**config.mk**
```make
export PLATFORM = sky130hd
export DESIGN_NAME = serial_link_lane_config_regs
export DESIGN_NICKNAME = d
export VERILOG_FILES = /design/src/shared/lane_cfg_pkg.sv /design/src/design/serial_link_lane_config_regs.sv
export SDC_FILE = /design/constraint.sdc
export NUM_CORES = 1
export LEC_CHECK = 0
export ABC_AREA = 1
export BUFFER_PORTS_ARGS = -buffer_cell sky130_fd_sc_hd__clkbuf_2
export CAP_MARGIN = 20
export CORE_MARGIN = 3
export CORE_UTILIZATION = 56
export DETAILED_ROUTE_END_ITERATION = 10
export GPL_TIMING_DRIVEN = 0
export HOLD_SLACK_MARGIN = 0.06
export PLACE_DENSITY_LB_ADDON = 0.3
export SETUP_SLACK_MARGIN = 0.05
export SLEW_MARGIN = 20
export SYNTH_ARGS = -nofsm -noshare
export SYNTH_HDL_FRONTEND = slang
export SYNTH_SLANG_ARGS = --single-unit
```
**constraint.sdc**
```tcl
create_clock -name mclk -period 2.7 [get_ports mclk]
set_clock_uncertainty 0.15 [all_clocks]
set_input_delay 0.405 -clock mclk [delete_from_list [all_inputs] [get_ports mclk]]
set_output_delay 0.405 -clock mclk [all_outputs]
set_load 0.02 [all_outputs]
```
**src/shared/lane_cfg_pkg.sv**
```systemverilog
// Package: register map, reset values and carrier types for the lane configuration bank
package lane_cfg_pkg;

  localparam int                ADDR_W           = 12;
  localparam int                DATA_W           = 8;
  localparam int                LANES            = 4;
  localparam int                SEL_W            = 3;

  // Register offsets
  localparam logic [ADDR_W-1:0] OFS_DENSITY_CF   = 12'h592;
  localparam logic [ADDR_W-1:0] OFS_CHKSUM0      = 12'h5a0;
  localparam logic [ADDR_W-1:0] OFS_CHKSUM1      = 12'h5a1;
  localparam logic [ADDR_W-1:0] OFS_CHKSUM2      = 12'h5a2;
  localparam logic [ADDR_W-1:0] OFS_CHKSUM3      = 12'h5a3;
  localparam logic [ADDR_W-1:0] OFS_POWER_DOWN   = 12'h5b0;
  localparam logic [ADDR_W-1:0] OFS_ASSIGN0      = 12'h5b2;
  localparam logic [ADDR_W-1:0] OFS_ASSIGN1      = 12'h5b3;
  localparam logic [ADDR_W-1:0] OFS_ASSIGN2      = 12'h5b5;
  localparam logic [ADDR_W-1:0] OFS_ASSIGN3      = 12'h5b6;
  localparam logic [ADDR_W-1:0] OFS_SWING        = 12'h5bf;

  // Reset values
  localparam logic [DATA_W-1:0] RST_DENSITY_CF   = 8'h80;
  localparam logic [DATA_W-1:0] RST_CHKSUM0      = 8'h81;
  localparam logic [DATA_W-1:0] RST_CHKSUM1      = 8'h82;
  localparam logic [DATA_W-1:0] RST_CHKSUM2      = 8'h82;
  localparam logic [DATA_W-1:0] RST_CHKSUM3      = 8'h84;
  localparam logic [DATA_W-1:0] RST_POWER_DOWN   = 8'haa;
  localparam logic [DATA_W-1:0] RST_ASSIGN0      = 8'h00;
  localparam logic [DATA_W-1:0] RST_ASSIGN1      = 8'h11;
  localparam logic [DATA_W-1:0] RST_ASSIGN2      = 8'h22;
  localparam logic [DATA_W-1:0] RST_ASSIGN3      = 8'h33;
  localparam logic [DATA_W-1:0] RST_SWING        = 8'h00;

  // Field positions
  localparam int                HD_BIT           = 7;
  localparam int                CF_LSB           = 0;
  localparam int                CF_W             = 5;
  localparam int                PD_STRIDE        = 2;
  localparam int                SEL_LSB          = 0;
  localparam int                SWING_W          = 4;

  // Register bus request
  typedef struct packed {
    logic [ADDR_W-1:0] addr;
    logic [DATA_W-1:0] wdata;
    logic              wr;
    logic              rd;
  } bus_req_type;

endpackage

```
**src/design/serial_link_lane_config_regs.sv**
```systemverilog
// Design: lane configuration and status register bank for the serial transmit lanes
//
// Overview of operation
// - Read-only density flag and control-words count, 0x80
// - Power-down bit per output, even bits, reset 0xaa
// - Three-bit field picks logical lane per output
// - Reset loads same-index lane map; outputs carry lane 0 until first clock after reset
`timescale 1ns/1ps
`default_nettype none

module serial_link_lane_config_regs
  import lane_cfg_pkg::*;
(
  input  wire logic                   mclk,
  input  wire logic                   rst,
  input  wire bus_req_type            bus_req,
  output logic [DATA_W-1:0]           rdata_ff,
  output logic [LANES-1:0]            lane_off_ff,
  output logic [LANES*SEL_W-1:0]      lane_sel_ff,
  output logic [SWING_W-1:0]          swing_ff,
  output logic                        high_density_flag_ff,
  output logic [CF_W-1:0]             ctrl_words_per_frame_clock_ff
);

  //--------------------------------------------------------------
  // Register storage
  //--------------------------------------------------------------
  logic [DATA_W-1:0] power_down_ff;
  logic [DATA_W-1:0] assign_ff [LANES];
  logic [DATA_W-1:0] swing_reg_ff;
  logic [DATA_W-1:0] nxt_rdata;

  localparam logic [DATA_W-1:0] ASSIGN_RST [LANES] =
    '{RST_ASSIGN0, RST_ASSIGN1, RST_ASSIGN2, RST_ASSIGN3};
  localparam logic [ADDR_W-1:0] ASSIGN_OFS [LANES] =
    '{OFS_ASSIGN0, OFS_ASSIGN1, OFS_ASSIGN2, OFS_ASSIGN3};

  // Power-down register, software writable
  always_ff @(posedge mclk or posedge rst) begin
    if (rst) begin
      power_down_ff <= RST_POWER_DOWN;
    end else if (bus_req.wr && bus_req.addr == OFS_POWER_DOWN) begin
      power_down_ff <= bus_req.wdata;
    end
  end

  // Lane assignment registers, one per physical output
  always_ff @(posedge mclk or posedge rst) begin
    if (rst) begin
      for (int i = 0; i < LANES; i++) begin
        assign_ff[i] <= ASSIGN_RST[i];
      end
    end else begin
      for (int i = 0; i < LANES; i++) begin
        if (bus_req.wr && bus_req.addr == ASSIGN_OFS[i]) begin
          assign_ff[i] <= bus_req.wdata;
        end
      end
    end
  end

  // Drive-level register
  always_ff @(posedge mclk or posedge rst) begin
    if (rst) begin
      swing_reg_ff <= RST_SWING;
    end else if (bus_req.wr && bus_req.addr == OFS_SWING) begin
      swing_reg_ff <= bus_req.wdata;
    end
  end

  //--------------------------------------------------------------
  // Read mux; read-only values are constants, never written
  //--------------------------------------------------------------
  always_comb begin
    nxt_rdata = '0;
    case (bus_req.addr)
      OFS_DENSITY_CF: nxt_rdata = RST_DENSITY_CF;
      OFS_CHKSUM0:    nxt_rdata = RST_CHKSUM0;
      OFS_CHKSUM1:    nxt_rdata = RST_CHKSUM1;
      OFS_CHKSUM2:    nxt_rdata = RST_CHKSUM2;
      OFS_CHKSUM3:    nxt_rdata = RST_CHKSUM3;
      OFS_POWER_DOWN: nxt_rdata = power_down_ff;
      OFS_ASSIGN0:    nxt_rdata = assign_ff[0];
      OFS_ASSIGN1:    nxt_rdata = assign_ff[1];
      OFS_ASSIGN2:    nxt_rdata = assign_ff[2];
      OFS_ASSIGN3:    nxt_rdata = assign_ff[3];
      OFS_SWING:      nxt_rdata = swing_reg_ff;
      default:        nxt_rdata = '0;
    endcase
  end

  // Read data stands only in the cycle after the strobe
  always_ff @(posedge mclk or posedge rst) begin
    if (rst) begin
      rdata_ff <= '0;
    end else if (bus_req.rd) begin
      rdata_ff <= nxt_rdata;
    end else begin
      rdata_ff <= '0;
    end
  end

  //--------------------------------------------------------------
  // Lane control outputs
  //--------------------------------------------------------------
  always_ff @(posedge mclk or posedge rst) begin
    if (rst) begin
      lane_off_ff                   <= '0;
      lane_sel_ff                   <= '0;
      swing_ff                      <= '0;
      high_density_flag_ff          <= 1'b0;
      ctrl_words_per_frame_clock_ff <= '0;
    end else begin
      for (int i = 0; i < LANES; i++) begin
        lane_off_ff[i] <= power_down_ff[i*PD_STRIDE];
        lane_sel_ff[i*SEL_W +: SEL_W] <= assign_ff[i][SEL_LSB +: SEL_W];
      end
      swing_ff                      <= swing_reg_ff[SWING_W-1:0];
      high_density_flag_ff          <= RST_DENSITY_CF[HD_BIT];
      ctrl_words_per_frame_clock_ff <= RST_DENSITY_CF[CF_LSB +: CF_W];
    end
  end

  //--------------------------------------------------------------
  // Checks
  //--------------------------------------------------------------
  a_ro_density_read: assert property (@(posedge mclk) disable iff (rst)
    bus_req.rd && bus_req.addr == OFS_DENSITY_CF |=> rdata_ff == 8'h80)
    else $error("density register read wrong");

  a_ro_link_config_checksum_read: assert property (@(posedge mclk) disable iff (rst)
    bus_req.rd && bus_req.addr == OFS_CHKSUM3 |=> rdata_ff == 8'h84)
    else $error("checksum read wrong");

  a_ro_write_ignored: assert property (@(posedge mclk) disable iff (rst)
    bus_req.wr && bus_req.addr == OFS_CHKSUM0 ##1 bus_req.rd && bus_req.addr == OFS_CHKSUM0
    |=> rdata_ff == 8'h81)
    else $error("write changed checksum");

  a_pd_lane_follow: assert property (@(posedge mclk) disable iff (rst)
    bus_req.wr && bus_req.addr == OFS_POWER_DOWN |=> ##1 lane_off_ff[3] == $past(bus_req.wdata[6], 2))
    else $error("power-down bit not applied");

  a_sel_lane_follow: assert property (@(posedge mclk) disable iff (rst)
    bus_req.wr && bus_req.addr == OFS_ASSIGN2 |=> ##1 lane_sel_ff[8:6] == $past(bus_req.wdata[2:0], 2))
    else $error("lane assignment not applied");

  a_assign_readback: assert property (@(posedge mclk) disable iff (rst)
    bus_req.wr && bus_req.addr == OFS_ASSIGN1 ##1 bus_req.rd && bus_req.addr == OFS_ASSIGN1
    |=> rdata_ff == $past(bus_req.wdata, 2))
    else $error("assignment readback wrong");

  a_idle_rdata_zero: assert property (@(posedge mclk) disable iff (rst)
    !bus_req.rd |=> rdata_ff == 8'h00)
    else $error("read data not cleared");

  a_reset_map_same: assert property (@(posedge mclk)
    $fell(rst) ##1 !$past(bus_req.wr) |-> lane_sel_ff == 12'h688)
    else $error("reset lane mapping wrong");

  // Every output's power-down bit sits on an even register bit
  a_pd_all_lanes: assert property (@(posedge mclk) disable iff (rst)
    bus_req.wr && bus_req.addr == OFS_POWER_DOWN |=> ##1
    lane_off_ff == {$past(bus_req.wdata[6], 2), $past(bus_req.wdata[4], 2),
                    $past(bus_req.wdata[2], 2), $past(bus_req.wdata[0], 2)})
    else $error("power-down bits not applied to all lanes");

  // Density flag and control-word count stay fixed once out of reset
  a_density_fixed_out: assert property (@(posedge mclk) disable iff (rst)
    $past(!rst) |-> high_density_flag_ff && ctrl_words_per_frame_clock_ff == 5'h00)
    else $error("density outputs wrong");

endmodule // serial_link_lane_config_regs

`default_nettype wire

```
==> results of run 1 <==
## metal layers
layer / global-route usage [%] / wire (um)
met4: 8.92 / 170
met5: 0 / 0
met1: 34.6 / 3760
met3: 5.67 / 650
met2: 37.1 / 3750
## sequential cells by signal, indices dropped and copies added (netlist names)
| register | count |
|---|---|
| power_down_ff | 8 |
| assign_ff | 32 |
| rdata_ff | 8 |
| lane_off_ff | 4 |
| swing_ff | 4 |
| high_density_flag_ff | 1 |
| swing_reg_ff | 8 |
| lane_sel_ff | 12 |
## cell type report
cell class / instances / area, um2
Buffer: 14 / 116
Sequential cell: 77 / 1940
Clock inverter: 5 / 36.3
Multi-Input combinational cell: 262 / 1340
Clock buffer: 11 / 131
Fill cell: 509 / 1900
Timing Repair Buffer: 54 / 298
Inverter: 43 / 164
Tap cell: 75 / 93.8
## worst max path at each step
stage	to	slack [ns]	startpoint	cells after the start
global route	assign_ff[14]$_DFFE_PP0P_	1.02	bus_req[11]	10
detailed placement	assign_ff[14]$_DFFE_PP0P_	0.77	bus_req[13]	10
finish	power_down_ff[0]$_DFFE_PP0P_	1.13	bus_req[12]	10
floorplan	assign_ff[10]$_DFFE_PP0P_	0.20	rst	1
global placement	rdata_ff[2]$_DFF_PP0_	-0.57	rst	2
CTS	assign_ff[14]$_DFFE_PP0P_	1.14	bus_req[13]	10
## worst min-delay path, cell delays in order
cell	delay, ns
clkbuf_2	0.10
inv_1	0.12
a21oi_1	0.07
## what timing repair did
| action | 4_1_cts | 5_1_grt |
|---|---|---|
| hold endpoints to repair | 22 | 0 |
| setup endpoints to repair | 0 | 0 |
| hold buffers | 1 | 0 |
## power by group through the flow
stage	clock network (mW)	registers, mW	logic (mW)
finish	0.770	1.16	0.132
global route	0.837	1.16	0.147
global placement	0	1.18	0.123
detailed placement	0	1.18	0.132
CTS	0.781	1.16	0.133
floorplan	0	1.19	0.0761
## cells by family after synthesis
logic type	synth area share, %
AO/OA/AOI/OAI	9.42
buffers and inverters	7.83
flip-flops	54.8
other	0.212
AND/OR/NAND/NOR	27.8
## cell usage in the layout (no fill, tap or decap)
master,n
nand2_1,112
dfrtp_1,65
clkbuf_2,52
inv_1,36
nor2_1,29
o21ai_1,27
nand3_1,25
o21ai_2,21
nand2_2,12
dfstp_2,12
nand4_1,10
clkbuf_8,9
nor2_4,7
inv_2,6
buf_4,6
conb_1,6
buf_6,5
nor2_2,5
a21oi_1,3
buf_2,3
clkinvlp_4,3
nor2_8,2
nand2_4,2
clkbuf_1,2
nand2_8,1
inv_4,1
inv_6,1
clkinv_2,1
dlygate4sd3_1,1
buf_16,1
==> impl_metrics.toml, run 1 <==
[setup_path]
critPathKind = "in -> reg"
path_buf_inv = 4
worst_path_most_repeated_cell = "nand2_2"
regToRegSetupSlack_ns = 1.44
crit_path_end_kind = "register"
r2r-end = "rdata_ff[1]$_DFF_PP0_"
r2r_cells = 6
cpMaxStageDelayCell = "nor2_2"
crit_required_ns = 2.79
startpoint_type = "primary input"
crit_path_cell_trace = "clkbuf_2 > inv_1 > nand2_2 > nor2_2 > inv_2 > nor2_4 > nand2_2 > buf_6 > nand2_2 > o21ai_2"
critPathArrivalTime_ns = 1.67
r2r-start = "assign_ff[9]$_DFFE_PP1P_"
crit_path_max_fanout = 10
cp_slowest_stage_delay_ns = 0.31
crit_family = "simple AND/OR/NAND/NOR gates"

[synth]
synth_async_sr_flop_share_pct = 100
synth.distinct_cells = 21
syn_area_um2 = 3550
yosysTopAreaCell = "dfrtp_1"
synth_top_cells_by_area = "dfrtp_1 46%, nand2_1 12%, dfstp_2 8.9%, o21ai_2 5.2%, inv_1 3.9%"
yosys_warnings = 0
avgSynthCellArea_um2 = 9.05
synthFlopType = "dfrtp_1"
synth_common_cells = "112 x nand2_1, 65 x dfrtp_1, 37 x inv_1"
synth_edf_count = 0
synth_top_area_share_pct = 45.9
synth_most_common_cell = "nand2_1"
syn-instance-count = 392
ys_ff_latch = 77
seq_area_frac_synth_pct = 54.8

[routing]
drt_iter0_drc = 324
vias = 2812
drt_wl_total_um = 8330
ant_nets = 0
routedWlPerCell_um = 15.4
drt-pass1-iter-count = 5
drc_errors = 0
viasPerCell = 5.20

[floorplanning]
core_area_um2 = 6030
die_area_um2 = 7320
die_x_um = 85.6
initial_core_util_pct = 58.8
boundaryPins = 58
fp-row-count = 28
die_h_um = 85.6

[timing]
hold_violations = 0
finalSetupViolCount = 0
setup_ws_ns = 1.13
fin_setup_tns_ns = 0
fmax_mhz = 635
finalCriticalPeriod_ns = 1.57
final_max_slew_viol_count = 0
holdWs_ns = 0.228
finalCritPeriodShare_pct = 58.3
rsz0062_at_grt = "false"

[placed_design]
gp_congestion = 0.966
dp_cells = 524
portBuffers = 52
place_area_um2 = 3950
dp_hpwl_um = 5860
preCtsSetupSlack_ns = 0.767

[finish]
nets = 485
fin_util_pct = 68.4
antenna_cells = 0
syn_to_final_growth_pct = 16.3
drive_gt1_share_pct = 32.2
layout.cells.non_filler = 541
design_area_um2 = 4120

[power_and_ir_drop]
power_frac_seq_pct = 56.3
power_frac_comb_pct = 6.4
clockPowerShare_pct = 37.3
power.total_mw = 2.06
intPower_mw = 1.53
p_leak_nw = 2.13
switching_share_pct = 25.9
ir_worst_vdd_uv = 437
p_per_area_nw_per_um2 = 501
p_switching_mw = 0.534

[clock_tree]
clock_sinks = 77
clock_latency_ns = 0.36
cts_buffers = 9
post_cts_resized = 0
cts_buffer_depth = 2
cts_setup_buffers = 0
clkTransAtPathRegs_ns = 0.08
htreeDepth = 3
root_buffer = "clkbuf_8"
cts_tree = "done"

[flow_run]
cap_viol_max_count = 0

[global_routing]
grt_pass1_wl_um = 13500
grt_max_degree = 56
grt_pass1_vias = 2674
overflow = 0
antenna_found_initial = 0
grt_use_total_pct = 24.5

[hold_path]
min_path_cells = 3
min_to = "rdata_ff[5]$_DFF_PP0_"
hold_path.class = "in -> reg"
min_from = "bus_req[0]"

[outcome]
outcome = "finished clean"
Note: power is estimated with default switching activity, not from simulation.
==> inputs of run 2 (changes only) <==
Settings changed: CORE_UTILIZATION 56 to 51.
Clock period 2.7 ns to 1.3 ns, I/O delays scaled along.
==> impl_metrics.toml, run 2 (same netlist as run 1, synthesis figures left out) <==
[setup_path]
r2r-end = "rdata_ff[1]$_DFF_PP0_"
r2r-start = "swing_reg_ff[1]$_DFFE_PP0P_"
crit_path_max_fanout = 8
regToRegSetupSlack_ns = 0.11
crit_required_ns = 1.44
cp-startpoint = "bus_req[16]"
critical_path.endpoint = "assign_ff[15]$_DFFE_PP0P_"
startpoint_type = "primary input"
critPathKind = "in -> reg"
r2r_cells = 6
critPathArrivalTime_ns = 1.39
crit_path_end_kind = "register"

[finish]
nets = 513
design_area_um2 = 4720
syn_to_final_growth_pct = 33.1
regMostFlops = "assign_ff"
largest_register_ffs = 32
final_common_cell = "nand2_1"
top_regs = "assign_ff (32), lane_sel_ff (12)"
drive_gt1_share_pct = 41.5
layout_common_cells = "102 x nand2_1, 65 x dfrtp_1, 37 x clkbuf_2"
antenna_cells = 0

[timing]
final_max_slew_viol_count = 0
rsz0062_at_grt = "true"
finalCriticalPeriod_ns = 1.25
finalCritPeriodShare_pct = 96.4
fmax_mhz = 798
hold_violations = 0
finalSetupViolCount = 0
fin_setup_tns_ns = 0

[clock_tree]
clock_sinks = 77
cts_buffers = 9
cts_buffer_depth = 2
clkTransAtPathRegs_ns = 0.08
cts_tree = "done"
root_buffer = "clkbuf_8"
htreeDepth = 3
clock_latency_ns = 0.36

[outcome]
outcome = "finished clean"

[routing]
drt-pass1-iter-count = 5
ant_nets = 0
drc_errors = 0
drt_iter0_drc = 392
drt_wl_total_um = 9880
routedWlPerCell_um = 17.3
vias = 3159
viasPerCell = 5.53

[floorplanning]
fp-row-count = 29
die_x_um = 89.4
die_h_um = 89.4
core_area_um2 = 6530
boundaryPins = 58
initial_core_util_pct = 54.3
die_area_um2 = 7990

[global_routing]
overflow = 0
grt_pass1_wl_um = 13900
grt_use_total_pct = 23.7
grt_max_degree = 37
grt_pass1_vias = 2932
antenna_found_initial = 0

[placed_design]
gp_congestion = 0.865
portBuffers = 52
place_area_um2 = 4100
dp_hpwl_um = 6140

[power_and_ir_drop]
ir_worst_vdd_uv = 596
p_leak_nw = 2.40
power.total_mw = 4.39
p_per_area_nw_per_um2 = 930

[flow_run]
cap_viol_max_count = 0

[hold_path]
hold_path.class = "in -> reg"
-- run 2: per-stage QoR --
stage          instances  worst slack (ns)  hold slack [ns]  utilization (%)
2_1_floorplan        396           -0.0644            0.171                -
3_3_place_gp         525            -0.493            0.244             62.2
3_5_place_dp         527            -0.508           0.0625             62.8
4_1_cts              555            0.0404           0.0636             67.4
5_1_grt              571           -0.0162           0.0824             72.2
6_report             571            0.0462           0.0544             72.2
-- run 2: where the power goes --
part / switching [mW] / leakage (nW) / internal (mW) / total, mW
Sequential: 0.00659 / 1.03 / 2.41 / 2.41
Combinational: 0.246 / 1.29 / 0.125 / 0.371
Clock: 0.914 / 0.0824 / 0.689 / 1.60
Total: 1.17 / 2.40 / 3.22 / 4.39
-- run 2: worst min path at each step --
stage	cells past startpoint	endpoint	start	slack, ns
after CTS	3	power_down_ff[6]$_DFFE_PP0P_	bus_req[8]	0.06
final	3	power_down_ff[6]$_DFFE_PP0P_	bus_req[8]	0.05
after floorplan	2	rdata_ff[3]$_DFF_PP0_	bus_req[0]	0.17
after detailed placement	2	power_down_ff[0]$_DFFE_PP0P_	rst	0.06
after global routing	3	power_down_ff[6]$_DFFE_PP0P_	bus_req[8]	0.08
after global placement	0	lane_sel_ff[8]$_DFF_PP0_	assign_ff[10]$_DFFE_PP0P_	0.24
-- run 2: area by class of cell --
type,count,area [um2]
sequential,77,1940
fill,442,1810
multi-input combinational,262,1510
timing repair buffer,82,649
inverter,43,205
buffer,14,148
clock buffer,10,128
tap,77,96.3
clock inverter,6,38.8
-- run 2: per-layer routing --
layer | track usage, % | share of wire, %
met1 | 30.1 | 38
met2 | 37.0 | 51
met3 | 5.16 | 6.8
met4 | 14.2 | 4.5
met5 | 0 | 0
-- run 2: what timing repair did --
item,4_1_cts,5_1_grt
pin swaps,7,19
setup endpoints to repair,51,53
hold endpoints to repair,74,0
buffers inserted,10,14
cloned,0,2
resized for setup,9,66
hold buffers,2,0
-- run 2: worst max-delay path, stage by stage --
cell and delay (ns):
buf_8 0.12, inv_16 0.05, nand2_8 0.05, nor2_8 0.17, nand2_8 0.11, nor2_4 0.21
nand2_4 0.13, clkbuf_16 0.20, o21ai_2 0.13
